==> src/logic/csfp_pkg.sv <==
// Shared constants and types for the status-flag, program-counter-low and table-read block
package csfp_pkg;

  localparam logic [7:0] SFR_PC_LOW  = 8'h06;
  localparam logic [7:0] SFR_TPTR_LO = 8'h07;
  localparam logic [7:0] SFR_TRES_HI = 8'h08;
  localparam logic [7:0] SFR_TPTR_HI = 8'h09;
  localparam logic [7:0] SFR_STATUS  = 8'h0A;

  localparam int FLAG_C     = 0;
  localparam int FLAG_NIB   = 1;
  localparam int FLAG_Z     = 2;
  localparam int FLAG_OVFL  = 3;
  localparam int FLAG_PWRDN = 4;
  localparam int FLAG_WDEXP = 5;
  localparam int FLAG_CHZ   = 6;
  localparam int FLAG_SGNX  = 7;

  localparam logic [7:0] STATUS_RST     = 8'h00;
  localparam logic [7:0] STATUS_SW_MASK = 8'hCF;
  localparam logic [7:0] BYTE_RST       = 8'h00;

  localparam int PC_W   = 12;
  localparam int PROG_W = 16;
  localparam logic [PC_W-1:0] PC_RST = 12'h000;

  typedef enum logic [3:0] {
    ALU_NONE, ALU_ADD, ALU_ADC, ALU_SUB, ALU_SBC,
    ALU_AND, ALU_OR, ALU_XOR, ALU_RRC, ALU_RLC
  } csfp_alu_op_t;

  typedef enum logic [2:0] {
    ST_RUN   = 3'h1,
    ST_DUMMY = 3'h2,
    ST_TBL   = 3'h4
  } csfp_state_t;

  typedef struct packed {
    logic       en;
    logic [7:0] addr;
    logic [7:0] data;
  } csfp_byte_wr_t;

  typedef struct packed {
    logic         valid;
    csfp_alu_op_t op;
    logic [7:0]   a;
    logic [7:0]   b;
  } csfp_alu_req_t;

  typedef struct packed {
    logic            en;
    logic [PC_W-1:0] target;
  } csfp_pc_load_t;

  typedef struct packed {
    logic       en;
    logic [7:0] dst;
  } csfp_tbl_req_t;

endpackage

==> src/logic/csfp_core.sv <==
// Status flags, program-counter low byte and table-read registers of the core
`timescale 1ns/100ps
module csfp_core (
  // Clock, reset, enable
  input  wire logic                    mclk,
  input  wire logic                    reset,
  input  wire logic                    clkEn,
  // Data-space register access
  input  wire csfp_pkg::csfp_byte_wr_t sfrWr,
  input  wire logic [7:0]              sfrRdAddr,
  output logic [7:0]                   sfrRdData_q,
  // ALU request and result
  input  wire csfp_pkg::csfp_alu_req_t aluReq,
  output logic [7:0]                   aluResult_q,
  // Program counter
  input  wire logic                    pcInc,
  input  wire csfp_pkg::csfp_pc_load_t pcLoad,
  output logic [csfp_pkg::PC_W-1:0]    pc_q,
  output logic                         fetchHold_q,
  // Table read
  input  wire csfp_pkg::csfp_tbl_req_t tblReq,
  output logic [15:0]                  progAddr_q,
  output logic                         progReq_q,
  input  wire logic [csfp_pkg::PROG_W-1:0] progData,
  input  wire logic                    progValid,
  output logic                         tblBusy_q,
  output csfp_pkg::csfp_byte_wr_t      memWr_q,
  // System events and flags
  input  wire logic                    watchdogExpire,
  input  wire logic                    watchdogClear,
  input  wire logic                    halt,
  output logic [7:0]                   status_q
);
  import csfp_pkg::*;

  csfp_state_t state_q;
  csfp_state_t state_d;
  logic [7:0]  tblPtrLo_q;
  logic [7:0]  tblPtrHi_q;
  logic [7:0]  tblHigh_q;
  logic [7:0]  tblDst_q;
  logic [7:0]  status_d;

  // Register decode
  wire         pcLowWr   = sfrWr.en && (sfrWr.addr == SFR_PC_LOW);
  wire         ptrLoWr   = sfrWr.en && (sfrWr.addr == SFR_TPTR_LO);
  wire         ptrHiWr   = sfrWr.en && (sfrWr.addr == SFR_TPTR_HI);
  wire         resHiWr   = sfrWr.en && (sfrWr.addr == SFR_TRES_HI);
  wire         statusWr  = sfrWr.en && (sfrWr.addr == SFR_STATUS);
  wire [7:0]   wrData    = sfrWr.data;
  wire [15:0]  tblPtr    = {tblPtrHi_q, tblPtrLo_q};
  wire [7:0]   progHi    = progData[15:8];
  wire [7:0]   progLo    = progData[7:0];

  // ALU operation classes
  wire         opAdd     = aluReq.valid && (aluReq.op == ALU_ADD || aluReq.op == ALU_ADC);
  wire         opSub     = aluReq.valid && (aluReq.op == ALU_SUB);
  wire         opSbc     = aluReq.valid && (aluReq.op == ALU_SBC);
  wire         opArith   = opAdd || opSub || opSbc;
  wire         opLogic   = aluReq.valid && (aluReq.op == ALU_AND || aluReq.op == ALU_OR
                                            || aluReq.op == ALU_XOR);
  wire         opRrc     = aluReq.valid && (aluReq.op == ALU_RRC);
  wire         opRlc     = aluReq.valid && (aluReq.op == ALU_RLC);

  // Subtraction adds the inverted operand; carry-in is 1 or the old carry
  wire [7:0]   opB       = (opSub || opSbc) ? ~aluReq.b : aluReq.b;
  wire         carryIn   = opSub ? 1'b1
                         : ((aluReq.op == ALU_ADC) || opSbc) ? status_q[FLAG_C] : 1'b0;
  wire [8:0]   sum9      = {1'b0, aluReq.a} + {1'b0, opB} + {8'h00, carryIn};
  wire [4:0]   sumLow    = {1'b0, aluReq.a[3:0]} + {1'b0, opB[3:0]} + {4'h0, carryIn};
  wire [7:0]   sum7      = {1'b0, aluReq.a[6:0]} + {1'b0, opB[6:0]} + {7'h00, carryIn};
  wire         carryOut  = sum9[8];
  wire         ovNext    = sum7[7] ^ sum9[8];
  wire [7:0]   logicRes  = (aluReq.op == ALU_AND) ? (aluReq.a & aluReq.b)
                         : (aluReq.op == ALU_OR)  ? (aluReq.a | aluReq.b)
                         : (aluReq.a ^ aluReq.b);
  wire [7:0]   rotRes    = opRrc ? {status_q[FLAG_C], aluReq.a[7:1]}
                                 : {aluReq.a[6:0], status_q[FLAG_C]};
  wire [7:0]   aluRes    = opArith ? sum9[7:0] : opLogic ? logicRes : rotRes;
  wire         zeroNext  = (aluRes == 8'h00);

  // Helper for checking the add carry independently of the shared adder
  wire [8:0]   addCheck  = {1'b0, aluReq.a} + {1'b0, aluReq.b};
  wire [4:0]   addLowChk = {1'b0, aluReq.a[3:0]} + {1'b0, aluReq.b[3:0]};
  // Signed overflow of a plain add: like signs in, other sign out
  wire         addOvChk  = (aluReq.a[7] == aluReq.b[7]) && (addCheck[7] != aluReq.a[7]);

  // Table read may start only from the running state
  wire         tblStart  = tblReq.en && (state_q == ST_RUN) && !pcLowWr;
  wire         tblDone   = (state_q == ST_TBL) && progValid;

  always_comb begin
    status_d = status_q;
    if (opArith) begin
      status_d[FLAG_C]  = carryOut;
      status_d[FLAG_NIB]  = sumLow[4];
      status_d[FLAG_Z]    = zeroNext;
      status_d[FLAG_OVFL] = ovNext;
      status_d[FLAG_SGNX] = ovNext ^ aluRes[7];
    end
    if (opLogic) begin
      status_d[FLAG_Z] = zeroNext;
    end
    if (opRrc) begin
      status_d[FLAG_C] = aluReq.a[0];
    end
    if (opRlc) begin
      status_d[FLAG_C] = aluReq.a[7];
    end
    if (opSub) begin
      status_d[FLAG_CHZ] = zeroNext;
    end
    if (opSbc) begin
      status_d[FLAG_CHZ] = status_q[FLAG_CHZ] && zeroNext;
    end
    // Explicit write wins over ALU updates, but never reaches the system flags
    if (statusWr) begin
      status_d = (wrData & STATUS_SW_MASK) | (status_q & ~STATUS_SW_MASK);
    end
    // Expiry wins over a same-cycle clear so the event is never lost
    if (watchdogExpire) begin
      status_d[FLAG_WDEXP] = 1'b1;
    end else if (watchdogClear || halt) begin
      status_d[FLAG_WDEXP] = 1'b0;
    end
    // Halt wins over a same-cycle watchdog clear
    if (halt) begin
      status_d[FLAG_PWRDN] = 1'b1;
    end else if (watchdogClear) begin
      status_d[FLAG_PWRDN] = 1'b0;
    end
  end

  always_comb begin
    state_d = state_q;
    case (state_q)
      ST_RUN: begin
        if (pcLowWr) begin
          state_d = ST_DUMMY;
        end else if (tblStart) begin
          state_d = ST_TBL;
        end
      end
      // A further low-byte write still earns its own dummy cycle
      ST_DUMMY: begin
        if (pcLowWr) begin
          state_d = ST_DUMMY;
        end else begin
          state_d = ST_RUN;
        end
      end
      ST_TBL: begin
        if (progValid) begin
          state_d = ST_RUN;
        end
      end
      default: begin
        state_d = ST_RUN;
      end
    endcase
  end

  // Flags; no save on call or interrupt, software keeps a copy if needed
  always_ff @(posedge mclk) begin
    if (reset) begin
      status_q <= STATUS_RST;
    end else if (clkEn) begin
      status_q <= status_d;
    end
  end

  always_ff @(posedge mclk) begin
    if (reset) begin
      aluResult_q <= BYTE_RST;
    end else if (clkEn && aluReq.valid && aluReq.op != ALU_NONE) begin
      aluResult_q <= aluRes;
    end
  end

  always_ff @(posedge mclk) begin
    if (reset) begin
      state_q     <= ST_RUN;
      fetchHold_q <= 1'b0;
      tblBusy_q   <= 1'b0;
    end else if (clkEn) begin
      state_q     <= state_d;
      fetchHold_q <= (state_d == ST_DUMMY);
      tblBusy_q   <= (state_d == ST_TBL);
    end
  end

  // Program counter: low-byte write stays inside the current page
  always_ff @(posedge mclk) begin
    if (reset) begin
      pc_q <= PC_RST;
    end else if (clkEn) begin
      if (pcLowWr) begin
        pc_q <= {pc_q[PC_W-1:8], wrData};
      end else if (pcLoad.en) begin
        pc_q <= pcLoad.target;
      end else if (pcInc && state_q != ST_DUMMY) begin
        pc_q <= pc_q + 1'b1;
      end
    end
  end

  always_ff @(posedge mclk) begin
    if (reset) begin
      tblPtrLo_q <= BYTE_RST;
      tblPtrHi_q <= BYTE_RST;
    end else if (clkEn) begin
      if (ptrLoWr) begin
        tblPtrLo_q <= wrData;
      end
      if (ptrHiWr) begin
        tblPtrHi_q <= wrData;
      end
    end
  end

  always_ff @(posedge mclk) begin
    if (reset) begin
      progAddr_q <= 16'h0000;
      progReq_q  <= 1'b0;
      tblDst_q   <= BYTE_RST;
    end else if (clkEn) begin
      if (tblStart) begin
        progAddr_q <= tblPtr;
        tblDst_q   <= tblReq.dst;
      end
      progReq_q <= tblStart || ((state_q == ST_TBL) && !progValid);
    end
  end

  always_ff @(posedge mclk) begin
    if (reset) begin
      tblHigh_q    <= BYTE_RST;
      memWr_q      <= '0;
    end else if (clkEn) begin
      memWr_q.en <= tblDone;
      if (tblDone) begin
        tblHigh_q    <= progHi;
        memWr_q.addr <= tblDst_q;
        memWr_q.data <= progLo;
      end else if (resHiWr) begin
        tblHigh_q <= wrData;
      end
    end
  end

  // Register read port
  wire [7:0] rdMux = (sfrRdAddr == SFR_PC_LOW)  ? pc_q[7:0]
                   : (sfrRdAddr == SFR_TPTR_LO) ? tblPtrLo_q
                   : (sfrRdAddr == SFR_TPTR_HI) ? tblPtrHi_q
                   : (sfrRdAddr == SFR_TRES_HI) ? tblHigh_q
                   : (sfrRdAddr == SFR_STATUS)  ? status_q
                   : BYTE_RST;

  always_ff @(posedge mclk) begin
    if (reset) begin
      sfrRdData_q <= BYTE_RST;
    end else if (clkEn) begin
      sfrRdData_q <= rdMux;
    end
  end

  wire [1:0] sysFlags = status_q[FLAG_WDEXP:FLAG_PWRDN];
  wire [PC_W-9:0] pcPage = pc_q[PC_W-1:8];
endmodule

==> config.mk <==
export PLATFORM = sky130hd
export DESIGN_NAME = csfp_core
export DESIGN_NICKNAME = d
export VERILOG_FILES = /design/src/logic/csfp_pkg.sv /design/src/logic/csfp_core.sv
export SDC_FILE = /design/constraint.sdc
export NUM_CORES = 1
export LEC_CHECK = 0
export ABC_CLOCK_PERIOD_IN_PS = 4960
export BUFFER_PORTS_ARGS = -buffer_cell sky130_fd_sc_hd__buf_2
export CAP_MARGIN = 30
export CORE_UTILIZATION = 52
export CTS_BUF_LIST = sky130_fd_sc_hd__clkbuf_16
export CTS_CLUSTER_DIAMETER = 40
export CTS_CLUSTER_SIZE = 14
export DETAILED_ROUTE_END_ITERATION = 12
export GPL_TIMING_DRIVEN = 0
export MAX_ROUTING_LAYER = met4
export PLACE_DENSITY = 0.79
export SYNTH_ARGS = -nofsm -noshare
export SYNTH_HDL_FRONTEND = slang
export SYNTH_SLANG_ARGS = --single-unit
==> constraint.sdc <==
create_clock -name mclk -period 4.96 [get_ports mclk]
set_clock_uncertainty 0.15 [all_clocks]
set_input_delay 0.744 -clock mclk [delete_from_list [all_inputs] [get_ports mclk]]
set_output_delay 0.744 -clock mclk [all_outputs]
set_load 0.01 [all_outputs]
Word level (Yosys, flattened, before mapping) --
Cells that the tools add are included. Widths: inputs -> output; s select.
Storage, ports and cells: word-level logic and storage cells 151, output and inout port bits 72, flip-flop bits (word level) 107, input port bits 92
Cells by class: reductions and logical operators 54, equal/unequal tests 25, bitwise logic cells 8, add/sub/neg operators 7, multiplexer cells 35
Operator list (number):
- $mux 8 | 15
- $eq 8x4->1 const B | 6
- $eq 8x3->1 const B | 4
- $mux 12 | 2
- $reduce_and 2->1 | 12
- $logic_and 1x1->1 | 19
- $eq 4x3->1 const B | 4
- $reduce_bool 3->1 | 5
- $add 12x1->12 const B | 1
- $mux 1 | 12
- $add 8x8->9 | 1
- $add 9x1->9 | 1
- $logic_or 1x1->1 | 9
- $mux 3 | 3
- $pmux 3 s3 | 1
- $add 7x7->8 | 1
- $add 8x1->8 | 1
- $and 8x8->8 | 1
- $eq 4x2->1 const B | 2
- $eq 4x4->1 const B | 2
- $logic_not 8->1 | 1
- $not 8->8 | 1
- $or 8x6->8 | 1
- $or 8x8->8 | 1
- 16 further kinds | 23

Longest topological paths before layout --
Gate-level depths: netlist (run 1).
word-level depth 14, depth in mapped cells 15, mapped depth without buffers 14

Worst setup path after synthesis (run 1) --
Ideal clock, no wire load.
path type input to register, start point input aluReq[16] in the netlist's numbering, end point register status_q[7], path buffers 2, cell stages on the path 15, required time 4694 ps, library setup time 116 ps, arrival 4112 ps, path slack 582 ps, path through buf_2 -> clkbuf_1 -> nor2b_1 -> a22oi_1 -> nor2_2 -> xnor2_1 -> fa_1 -> fa_1 -> a21o_1 -> a221oi_1 -> o21ai_0 -> xor2_1 -> or3_1 -> nand3_1 -> nand2_1
On the way: word-level cells in the longest chain between the ends 10, elaborated cells on any way between the ends 38, classes of those cells add/sub (4); eq/ne (8); mux (10); bitwise (2); reduce/logical (14)
RTL lines:
- start: declaration | RTL line csfp_core.sv:13 | input wire csfp_pkg::csfp_alu_req_t aluReq,
- $eq 4x2->1 or $eq 4x3->1 (tied branches) | RTL line csfp_core.sv:57, csfp_core.sv:58
- $logic_and 1x1->1 (on tied branches) | RTL line csfp_core.sv:57, csfp_core.sv:58
- $logic_or 1x1->1 (on tied branches) | RTL line csfp_core.sv:66, csfp_core.sv:68
- $mux 8 or $mux 1 (tied branches) | RTL line csfp_core.sv:66, csfp_core.sv:68
- $add 8x8->9, or another cell as far along | RTL line csfp_core.sv:69 | wire [8:0] sum9 = {1'b0, aluReq.a} + {1'b0, opB} + {8'h00, carryIn};
- $add 9x1->9 or $add 8x1->8 (tied branches) | RTL line csfp_core.sv:69, csfp_core.sv:71
- $xor 1x1->1 or $mux 8 (tied branches) | RTL line csfp_core.sv:73, csfp_core.sv:79
- $xor 1x1->1 | RTL line csfp_core.sv:99 | status_d[FLAG_SGNX] = ovNext ^ aluRes[7];
- $mux 1 | RTL line csfp_core.sv:94 | if (opArith) begin
- $mux 8 | RTL line csfp_core.sv:117 | if (statusWr) begin
- end signal: assignment | RTL line csfp_core.sv:168 | status_q <= status_d;
- end: declaration | RTL line csfp_core.sv:32 | output logic [7:0] status_q
Parallel ways exist; a longest one is shown, timed or not. The select of a mux whose other input is x is not followed. A chain may end at the register's enable or synchronous reset.

Final worst setup path (run 1) --
start point input aluReq[18] in the netlist's numbering, end point register status_q[2]
On the way: word-level cells in the longest chain between the ends 11, elaborated cells on any way between the ends 36, classes of those cells add/sub (2); eq/ne (8); mux (11); reduce/logical (15)
RTL lines:
- $eq 4x2->1 or $eq 4x3->1 (tied branches) | RTL line csfp_core.sv:57, csfp_core.sv:58
- $logic_and 1x1->1 (on tied branches) | RTL line csfp_core.sv:57, csfp_core.sv:58
- $logic_or 1x1->1 (on tied branches) | RTL line csfp_core.sv:66, csfp_core.sv:68
- $mux 8 or $mux 1 (tied branches) | RTL line csfp_core.sv:66, csfp_core.sv:68
- $add 8x8->9 or $mux 1 (tied branches) | RTL line csfp_core.sv:69, csfp_core.sv:67
- $add 9x1->9 | RTL line csfp_core.sv:69
- $mux 8 | RTL line csfp_core.sv:79 | wire [7:0] aluRes = opArith ? sum9[7:0] : opLogic ? logicRes : rotRes;
- $logic_not 8->1 | RTL line csfp_core.sv:80 | wire zeroNext = (aluRes == 8'h00);
- $mux 4 | RTL line csfp_core.sv:94
- $mux 1 | RTL line csfp_core.sv:101 | if (opLogic) begin
- $mux 8 | RTL line csfp_core.sv:117
Parallel ways exist; a longest one is shown, timed or not. The select of a mux whose other input is x is not followed.

==> results of run 1 <==
cells in the mapped netlist, types with 10 or more instances:
library cell | count | area, um^2
nand2_1 | 122 | 457.9
dfxtp_1 | 107 | 2142
nor2_1 | 102 | 382.9
a21oi_1 | 97 | 485.5
clkbuf_1 | 40 | 150.1
mux2i_1 | 35 | 350.3
o21ai_0 | 28 | 140.1
ha_1 | 24 | 300.3
inv_1 | 24 | 90.09
o22ai_1 | 19 | 118.9
nand2b_1 | 18 | 112.6
a211oi_1 | 15 | 112.6
a221oi_1 | 14 | 122.6
nand3_1 | 14 | 70.07
xnor2_1 | 13 | 113.9
nor3_1 | 10 | 50.05
layer usage:
metal | share of wire (%) | GRT usage, % | vias to the layer above
met5 | 0 | - | -
met4 | 2.5 | 11.73 | 0
met3 | 8.4 | 6.586 | 45
met2 | 45 | 45.63 | 301
met1 | 44 | 40.39 | 2925
li1 | - | - | 3142
logic make-up (layout without fill, tap and decap cells):
family                     count (synthesis)  count (layout)  synth area share, %
buffers and inverters                     77             249                5.479
and+or+nand+nor                          312             312                23.00
xor gates and xnor gates                  20              20                2.862
AOI/OAI and AO/OA                        220             220                22.37
adders and majority gates                 26              26                5.561
muxes                                     35              35                5.725
DFF                                      107             107                35.00
final timing paths:
check | from | to | slack [ns] | cells after the start
setup / recovery | aluReq[18] | status_q[2]$_SDFFE_PP0P_ | 0.32 | 14
hold / removal | progAddr_q[0]$_SDFFE_PP0P_ | progAddr_q[0]$_SDFFE_PP0P_ | 0.30 | 2
setup reg to reg | status_q[0]$_SDFFE_PP0P_ | status_q[2]$_SDFFE_PP0P_ | 1.42 | 11
hold reg to reg | progAddr_q[0]$_SDFFE_PP0P_ | progAddr_q[0]$_SDFFE_PP0P_ | 0.30 | 2
cell type report:
cell class | count | area [um^2] | area share, %
clock inverter | 7 | 63.81 | 0.8647
tap | 143 | 178.9 | 2.425
multi-input combinational | 613 | 3650 | 49.46
timing repair buffer | 157 | 785.8 | 10.65
buffer | 51 | 240.2 | 3.255
inverter | 25 | 93.84 | 1.272
sequential | 107 | 2142 | 29.03
clock buffer | 9 | 225.2 | 3.052
power by group through the flow:
stage | clock (mW) | sequential [mW] | combinational, mW
after floorplan | 0 | 0.924 | 0.206
after global placement | 0 | 0.920 | 0.334
after detailed placement | 0 | 0.920 | 0.337
after CTS | 0.701 | 0.900 | 0.339
after global routing | 0.737 | 0.903 | 0.380
final | 0.698 | 0.901 | 0.344
per-stage QoR:
stage,instances,hold slack (ns)
final,1112,0.3011
after global routing,1112,0.3145
after CTS,1113,0.3039
after detailed placement,1097,0.2939
after global placement,1097,0.2889
after floorplan,797,0.2821
worst min-delay path, stage by stage (launching register included):
cell	delay [ns]
dfxtp_1	0.31
nand2_1	0.05
a21oi_1	0.05
placed cells by master (no fill, tap or decap), types with 9 or more instances in the layout:
cell	netlist	routed
mux2i_1	35	35
a21oi_1	97	97
inv_1	24	24
a211oi_1	15	15
nor3_1	10	10
a221oi_1	14	14
clkbuf_16	0	9
o21ai_0	28	28
dfxtp_1	107	107
o22ai_1	19	19
nand2_1	122	122
buf_2	7	164
clkbuf_1	40	37
nand2b_1	18	18
nor2_1	102	101
xnor2_1	13	13
nand3_1	14	14
ha_1	24	24
==> metrics, run 1 <==
slowest library cell on the worst path=fa_1; Layout fillers=1059; crit path time final=4.640 ns; Crit Path Class=primary input to flop; status=completed; Root Buffer=clkbuf_16; Hold-fix buffers, CTS=0; initial antenna violation count=0; Max-Cap Viols=0; Syn Nets=915; number of warnings issued by yosys=0; Placed Area=7084 um^2; HP Class=flop to flop; number of H-tree levels=3; nets=1082; CP Data Arrival Time=4.79 ns; final instance area=7380 um^2; cell count after synthesis=797; post-DP HPWL=13890 um; vias per cell=5.767; die footprint=12210 um^2; TritonCTS buffer count=9; Net Sw Frac=29.66%; DRC viols=0; Yosys cell types=56; Synth Register Bits=107; die width=110.5 um; Fin Setup TNS=0 ns; Setup WS pre-CTS=-0.4636 ns; layout cells sized above 1=20.43%; synthesized area=6120 um^2; clock sink count=107; Cell Int Power=1.367 mW; Routed WL=18140 um; I/O pins=164; routability cong.=0.9695; layout overhead on the synthesized area=20.59%; Seq/Total Area, Yosys=35.00%; post-CTS sizing=1; antenna diode count=0; sequential share of power=46.4%; Leakage=3.085 nW; Power, Total=1.943 mW; # port buffers=157; Die Y=110.5 um; CP endpoint kind=flop; largest net degree at the start of global routing=20; First-pass DRT Iterations=5; vias in the first global route=5799; post-route setup slack=0.3195 ns; Net Switching=0.5762 mW; row cnt=39; peak supply drop=0.2663 mV; Clock Power Share=35.9%; Reg clk slew, reported paths=0.07 ns; Avg WL per Cell=16.31 um; Final Hold Viols=0; unrepaired setup endpoints after global routing=no; CTS tree=built; CTS Buffer Depth=2; worst-path fanout max=10; max FFs per register=17; DR iter-0 viols=611; Regs by FF count=memWr_q: 17 flops, progAddr_q: 16 flops, pc_q: 12 flops; GR Overflow Total=0; main flop type after synthesis=dfxtp_1; gr usage total=30.55%; Worst path max stage delay=0.49 ns; critical path launch point type=primary input; Post-DRT Antenna Nets=0; Biggest register=memWr_q; combinational cell fraction of total power=17.7%; Post-CTS Setup Repair Bufs=0; P per Cell Area=263.3 nW/um^2; final worst path period share=93.56%; Final Setup Violations=0; clock latency on the worst-skew pair=0.36 ns; CP Buf/Inv Count=2; largest delay contributor family on the critical path=compound AO/OA/AOI/OAI gates; core area=11470 um^2; Req. time, crit path=5.11 ns; first-pass GRT wire length=29150 um; routed vias=6413; syn avg cell area=7.678 um^2; Post-synth EDFFs=0; async set-reset flop share out of synthesis=0%; critical-path cell list=clkbuf_1 > clkbuf_1 > a22oi_1 > nor2_4 > xnor2_1 > fa_1 > fa_1 > a21o_1 > a221oi_1 > xnor2_1 > o22ai_1 > nand4_1 > nor4_1 > o311a_1; Max-slew headroom=33.89%; worst-margin pin slew=0.9895 ns; final core utilization=64.35%; maximum clock rate=215.5 MHz; Final Max Tran Viols=0; Initial Utilization=53.37%
Power figures use the tool's default switching activity.
==> inputs of run 2 (changes only) <==
--- a/config.mk
+++ b/config.mk
@@ -9,7 +9,7 @@
 export BUFFER_PORTS_ARGS = -buffer_cell sky130_fd_sc_hd__buf_2
 export CAP_MARGIN = 30
 export CORE_UTILIZATION = 52
-export CTS_BUF_LIST = sky130_fd_sc_hd__clkbuf_16
+export CTS_BUF_LIST = sky130_fd_sc_hd__clkbuf_4
 export CTS_CLUSTER_DIAMETER = 40
 export CTS_CLUSTER_SIZE = 14
 export DETAILED_ROUTE_END_ITERATION = 12
==> run 2 against run 1 <==
Fmax decreased by 0.89%; first-iteration DRC count decreased by 0.16%; total power decreased by 14%; utilization decreased by 1.4 points; cell count about the same; clock power decreased by 39%; critical path depth increased by 1; cell area decreased by 2.1%; highest routed layer unchanged.
==> metrics, run 2 (synthesis gave the netlist of run 1 again) <==
status=completed (unchanged); post-placement cell count=1097 (unchanged); Max-slew headroom=34.75% (was 33.89%); clock latency on the worst-skew pair=0.48 ns (was 0.36 ns); Root Buffer=clkbuf_4 (was clkbuf_16); GRT Max-Usage Layer=met2 (unchanged); gr usage total=30.24% (was 30.55%); Hold-fix buffers, CTS=0 (unchanged); Biggest register=memWr_q (unchanged); Final Setup Violations=0 (unchanged); routed vias=6404 (was 6413); Max-Cap Viols=0 (unchanged); largest delay contributor family on the critical path=compound AO/OA/AOI/OAI gates (unchanged); multi-input combinational cell area=3650 um^2 (unchanged); critical-path cell list=buf_2 > clkbuf_1 > clkbuf_2 > a22oi_1 > nor2_4 > xnor2_1 > fa_1 > fa_1 > a21o_1 > a221oi_1 > xnor2_1 > o22ai_1 > nand4_1 > nor4_1 > o311a_1 (was clkbuf_1 > clkbuf_1 > a22oi_1 > nor2_4 > xnor2_1 > fa_1 > fa_1 > a21o_1 > a221oi_1 > xnor2_1 > o22ai_1 > nand4_1 > nor4_1 > o311a_1); peak supply drop=0.2222 mV (was 0.2663 mV); Crit Path Class=primary input to flop (unchanged); routability cong.=0.9695 (unchanged); slowest library cell on the worst path=fa_1 (unchanged); unrepaired setup endpoints after global routing=no (unchanged); layout overhead on the synthesized area=18.05% (was 20.59%); Critical Path Start=aluReq[17] (was aluReq[18]); maximum clock rate=213.6 MHz (was 215.5 MHz); clock sink count=107 (unchanged); row cnt=39 (unchanged); crit path time final=4.682 ns (was 4.640 ns); Final Hold Viols=0 (unchanged); P per Cell Area=231.1 nW/um^2 (was 263.3 nW/um^2); Layout fillers=1079 (was 1059); CP endpoint kind=flop (unchanged); vias in the first global route=5733 (was 5799); I/O pins=164 (unchanged); post-DP HPWL=13890 um (unchanged); worst-path fanout max=10 (unchanged); core area=11470 um^2 (unchanged); met2 usage=46.09% (was 45.63%); worst-margin pin slew=0.9767 ns (was 0.9895 ns); Finished Layout Cells=1113 (was 1112); R2R Setup Slk=1.41 ns (was 1.42 ns); layout cells sized above 1=20.31% (was 20.43%); Worst R2R Start=status_q[0]$_SDFFE_PP0P_ (unchanged); die footprint=12210 um^2 (unchanged); GR Overflow Total=0 (unchanged); Reg clk slew, reported paths=0.17 ns (was 0.07 ns); vias per cell=5.754 (was 5.767); largest net degree at the start of global routing=20 (unchanged); antenna diode count=0 (unchanged); Leakage=3.013 nW (was 3.085 nW); Die Y=110.5 um (unchanged); Final Max Tran Viols=0 (unchanged); Regs by FF count=memWr_q: 17 flops, progAddr_q: 16 flops, pc_q: 12 flops (unchanged); CP Data Arrival Time=4.97 ns (was 4.79 ns); nets=1083 (was 1082); die width=110.5 um (unchanged); post-CTS sizing=0 (was 1); CP Buf/Inv Count=3 (was 2); Req. time, crit path=5.25 ns (was 5.11 ns); initial antenna violation count=0 (unchanged); Power, Total=1.670 mW (was 1.943 mW); final core utilization=63.00% (was 64.35%); first-pass GRT wire length=28960 um (was 29150 um); met3 usage=5.653% (was 6.586%); Post-DRT Antenna Nets=0 (unchanged); Post-CTS Setup Repair Bufs=0 (unchanged); number of H-tree levels=3 (unchanged); Routed WL=17980 um (was 18140 um); Avg WL per Cell=16.16 um (was 16.31 um); CTS tree=built (unchanged); HP Class=flop to flop (unchanged); Worst path max stage delay=0.49 ns (about the same); met1 Track Usage GR=40.74% (was 40.39%); final worst path period share=94.40% (was 93.56%); FF/Latch Area=2142 um^2 (unchanged); First-pass DRT Iterations=5 (unchanged); most common cell after layout, fill and taps aside=buf_2 (unchanged); max FFs per register=17 (unchanged); most frequent cells in the layout=164 x buf_2, 122 x nand2_1, 107 x dfxtp_1 (unchanged); min-delay src=memWr_q[4]$_SDFFE_PP0P_ (was progAddr_q[0]$_SDFFE_PP0P_); Initial Utilization=53.37% (unchanged); DR iter-0 viols=610 (was 611); TritonCTS buffer count=9 (unchanged); critical path launch point type=primary input (unchanged); # port buffers=157 (unchanged); DRC viols=0 (unchanged); CTS Buffer Depth=2 (unchanged)
[run 2: tightest hold or removal path, cell delays in order, from the launching register on]
cell and delay [ns]:
dfxtp_1 0.34, nand2_1 0.05, a21oi_1 0.05
[run 2: area by class of cell]
| type | count | area share [%] |
|---|---|---|
| Clock buffer | 9 | 0.9352 |
| Buffer | 52 | 3.360 |
| Tap cell | 143 | 2.477 |
| Timing Repair Buffer | 157 | 10.88 |
| Clock inverter | 7 | 0.8833 |
| Multi-Input combinational cell | 613 | 50.52 |
| Sequential cell | 107 | 29.65 |
| Inverter | 25 | 1.299 |
[run 2: metrics by stage]
step / area [um^2] / hold slack [ns] / setup WS [ns] / TNS, ns
2_1_floorplan: 6120 / 0.2821 / 0.5820 / 0
3_3_place_gp: 7084 / 0.2889 / -0.5119 / -1.663
3_5_place_dp: 7084 / 0.2939 / -0.4636 / -1.454
4_1_cts: 7216 / 0.3027 / 0.01317 / 0
5_1_grt: 7224 / 0.2895 / 0.02037 / 0
6_report: 7224 / 0.3115 / 0.2779 / 0
[run 2: report_power, final]
| part | leakage [nW] | switching, mW | internal (mW) |
|---|---|---|---|
| sequential | 0.868 | 0.0204 | 0.882 |
| clock | 0.0749 | 0.310 | 0.113 |
| combinational | 2.07 | 0.208 | 0.136 |
[run 2: path summary, 6_finish.rpt]
kind	endpoint	depth (start not counted)
worst max-delay path	status_q[2]$_SDFFE_PP0P_	15
worst min-delay path	memWr_q[4]$_SDFFE_PP0P_	2
worst max register to register	status_q[2]$_SDFFE_PP0P_	11
worst min register to register	memWr_q[4]$_SDFFE_PP0P_	2
[run 2: layer usage]
layer / wire length (um) / share of wire [%]
met1: 8054 / 45
met5: 0 / 0
met2: 8101 / 45
met4: 390 / 2.2
met3: 1435 / 8.0
==> inputs of run 3 (changes only) <==
--- a/config.mk
+++ b/config.mk
@@ -11,11 +11,12 @@
 export CORE_UTILIZATION = 52
 export CTS_BUF_LIST = sky130_fd_sc_hd__clkbuf_4
 export CTS_CLUSTER_DIAMETER = 40
-export CTS_CLUSTER_SIZE = 14
+export CTS_CLUSTER_SIZE = 16
 export DETAILED_ROUTE_END_ITERATION = 12
 export GPL_TIMING_DRIVEN = 0
 export MAX_ROUTING_LAYER = met4
 export PLACE_DENSITY = 0.79
+export SETUP_SLACK_MARGIN = 0.3
 export SYNTH_ARGS = -nofsm -noshare
 export SYNTH_HDL_FRONTEND = slang
 export SYNTH_SLANG_ARGS = --single-unit
==> run 3 against run 2 <==
Routed wire length increased by 0.24%; register-to-register slack worse by 0.04 ns; first-iteration DRC count grew 3.3%; sequential cell count did not move; critical path depth did not move; utilization is 0.15 points higher.
==> metrics, run 3 (synthesis gave the netlist of run 1 again) <==
final core utilization=63.15% (was 63.00%); Crit Path Class=primary input to flop (unchanged); vias in the first global route=5737 (was 5733); Routed WL=18030 um (was 17980 um); First-pass DRT Iterations=5 (unchanged); peak supply drop=0.2225 mV (was 0.2222 mV); Final Max Tran Viols=0 (unchanged); Final Hold Viols=0 (unchanged); crit path time final=4.326 ns (was 4.682 ns); post-DP HPWL=13890 um (unchanged); clock sink count=107 (unchanged); most frequent cells in the layout=164 x buf_2, 122 x nand2_1, 107 x dfxtp_1 (unchanged); TritonCTS buffer count=9 (unchanged); worst-margin pin slew=0.9939 ns (was 0.9767 ns); min-delay src=memWr_q[4]$_SDFFE_PP0P_ (unchanged); # port buffers=157 (unchanged); Initial Utilization=53.37% (unchanged); WHS=0.3114 ns (was 0.3115 ns); Req. time, crit path=5.25 ns (about the same); first-pass GRT wire length=28970 um (was 28960 um); Worst R2R Start=status_q[0]$_SDFFE_PP0P_ (unchanged); final worst path period share=87.21% (was 94.40%); vias per cell=5.758 (was 5.754); Finished Layout Cells=1115 (was 1113); Hold-fix buffers, CTS=0 (unchanged); Max-Cap Viols=0 (unchanged); initial antenna violation count=0 (unchanged); P per Cell Area=230.8 nW/um^2 (was 231.1 nW/um^2); Biggest register=memWr_q (unchanged); post-route setup slack=0.6345 ns (was 0.2779 ns); HP Class=flop to flop (unchanged); gr usage total=30.25% (was 30.24%); Reg clk slew, reported paths=0.17 ns (about the same); Regs by FF count=memWr_q: 17 flops, progAddr_q: 16 flops, pc_q: 12 flops (unchanged); Critical Path Start=aluReq[17] (unchanged); clock latency on the worst-skew pair=0.48 ns (about the same); layout cells sized above 1=20.68% (was 20.31%); Cell Int Power=1.132 mW (was 1.131 mW); antenna diode count=0 (unchanged); Net Sw Frac=32.26% (was 32.27%); largest net degree at the start of global routing=20 (unchanged); slowest library cell on the worst path=fa_1 (unchanged); CTS Buffer Depth=2 (unchanged); worst-path fanout max=10 (unchanged); Leakage=3.030 nW (was 3.013 nW); die footprint=12210 um^2 (unchanged); GR Overflow Total=0 (unchanged); core area=11470 um^2 (unchanged); status=completed (unchanged); number of H-tree levels=3 (unchanged); unrepaired setup endpoints after global routing=no (unchanged); nets=1085 (was 1083); most common cell after layout, fill and taps aside=buf_2 (unchanged); Die Y=110.5 um (unchanged); routability cong.=0.9695 (unchanged); Root Buffer=clkbuf_4 (unchanged); max FFs per register=17 (unchanged); Worst path max stage delay=0.49 ns (about the same); CP Data Arrival Time=4.62 ns (was 4.97 ns); layout overhead on the synthesized area=18.34% (was 18.05%); I/O pins=164 (unchanged); die width=110.5 um (unchanged); Final Setup Violations=0 (unchanged); CTS tree=built (unchanged); maximum clock rate=231.2 MHz (was 213.6 MHz); row cnt=39 (unchanged); routed vias=6420 (was 6404); combinational cell fraction of total power=20.7% (was 20.6%); DR iter-0 viols=630 (was 610); critical-path cell list=buf_2 > clkbuf_2 > clkbuf_2 > a22oi_1 > nor2_4 > xnor2_1 > fa_1 > fa_1 > a21o_1 > a221oi_1 > xnor2_1 > o22ai_1 > nand4_1 > nor4_1 > o311a_1 (was buf_2 > clkbuf_1 > clkbuf_2 > a22oi_1 > nor2_4 > xnor2_1 > fa_1 > fa_1 > a21o_1 > a221oi_1 > xnor2_1 > o22ai_1 > nand4_1 > nor4_1 > o311a_1); critical path launch point type=primary input (unchanged); Post-DRT Antenna Nets=0 (unchanged); Fin Setup TNS=0 ns (unchanged); CP endpoint kind=flop (unchanged); Avg WL per Cell=16.17 um (was 16.16 um); Max-slew headroom=33.60% (was 34.75%); final instance area=7242 um^2 (was 7224 um^2); Clock Power Share=25.3% (about the same); Placed Area=7084 um^2 (unchanged); Setup WS pre-CTS=-0.4636 ns (unchanged); Power, Total=1.671 mW (was 1.670 mW); DRC viols=0 (unchanged); sequential share of power=54.0% (was 54.1%); Net Switching=0.5392 mW (was 0.5389 mW); post-placement cell count=1097 (unchanged)
==> run 3: changes by cell type in the layout (fill, tap and decap cells not counted), sizes merged <==
cell and delta:
buf +2
==> run 3: layout make-up <==
cell class	count	area [um^2]
plain buffers	52	245.2
clock buffers	9	67.56
clock inverters	7	63.81
fillers	1078	4225
inverters	25	93.84
multi-input cells	613	3650
flip-flops and latches	107	2142
well taps	143	178.9
repair buffers	159	800.8
==> run 3: per-layer routing <==
layer | up-vias | global-route usage, % | share of wire (%)
li1 | 3138 | - | -
met1 | 2965 | 40.67 | 45
met4 | 0 | 9.067 | 1.9
met3 | 28 | 5.818 | 7.6
met5 | - | - | 0
met2 | 289 | 46.09 | 45
==> run 3: worst paths after layout <==
path,endpoint,slack [ns],cells after the start
max reg2reg,status_q[2]$_SDFFE_PP0P_,1.37,11
max,status_q[2]$_SDFFE_PP0P_,0.63,15
min,memWr_q[4]$_SDFFE_PP0P_,0.31,2
min reg2reg,memWr_q[4]$_SDFFE_PP0P_,0.31,2
==> run 3: critical path: cells and delay by family <==
kind                       cells  cell delay (ns)
AOI/OAI and AO/OA              5             1.39
buffers and inverters          3             0.56
and+or+nand+nor                3             0.69
xor gates and xnor gates       2             0.28
adders and majority gates      2             0.93
==> run 3: what timing repair did <==
| action | 4_1_cts | 5_1_grt |
|---|---|---|
| endpoints found under the setup margin | 3 | 3 |
| pin swaps | 0 | 1 |
| gates cloned | 0 | 0 |
| gates resized for setup | 3 | 4 |
| setup buffers | 0 | 2 |
==> run 3: power by group through the flow <==
stage / Sequential [mW] / Clock [mW] / Combinational, mW
finish: 0.903 / 0.423 / 0.345
global route: 0.905 / 0.461 / 0.381
CTS: 0.902 / 0.431 / 0.340
detailed placement: 0.920 / 0 / 0.337
global placement: 0.920 / 0 / 0.334
floorplan: 0.924 / 0 / 0.206
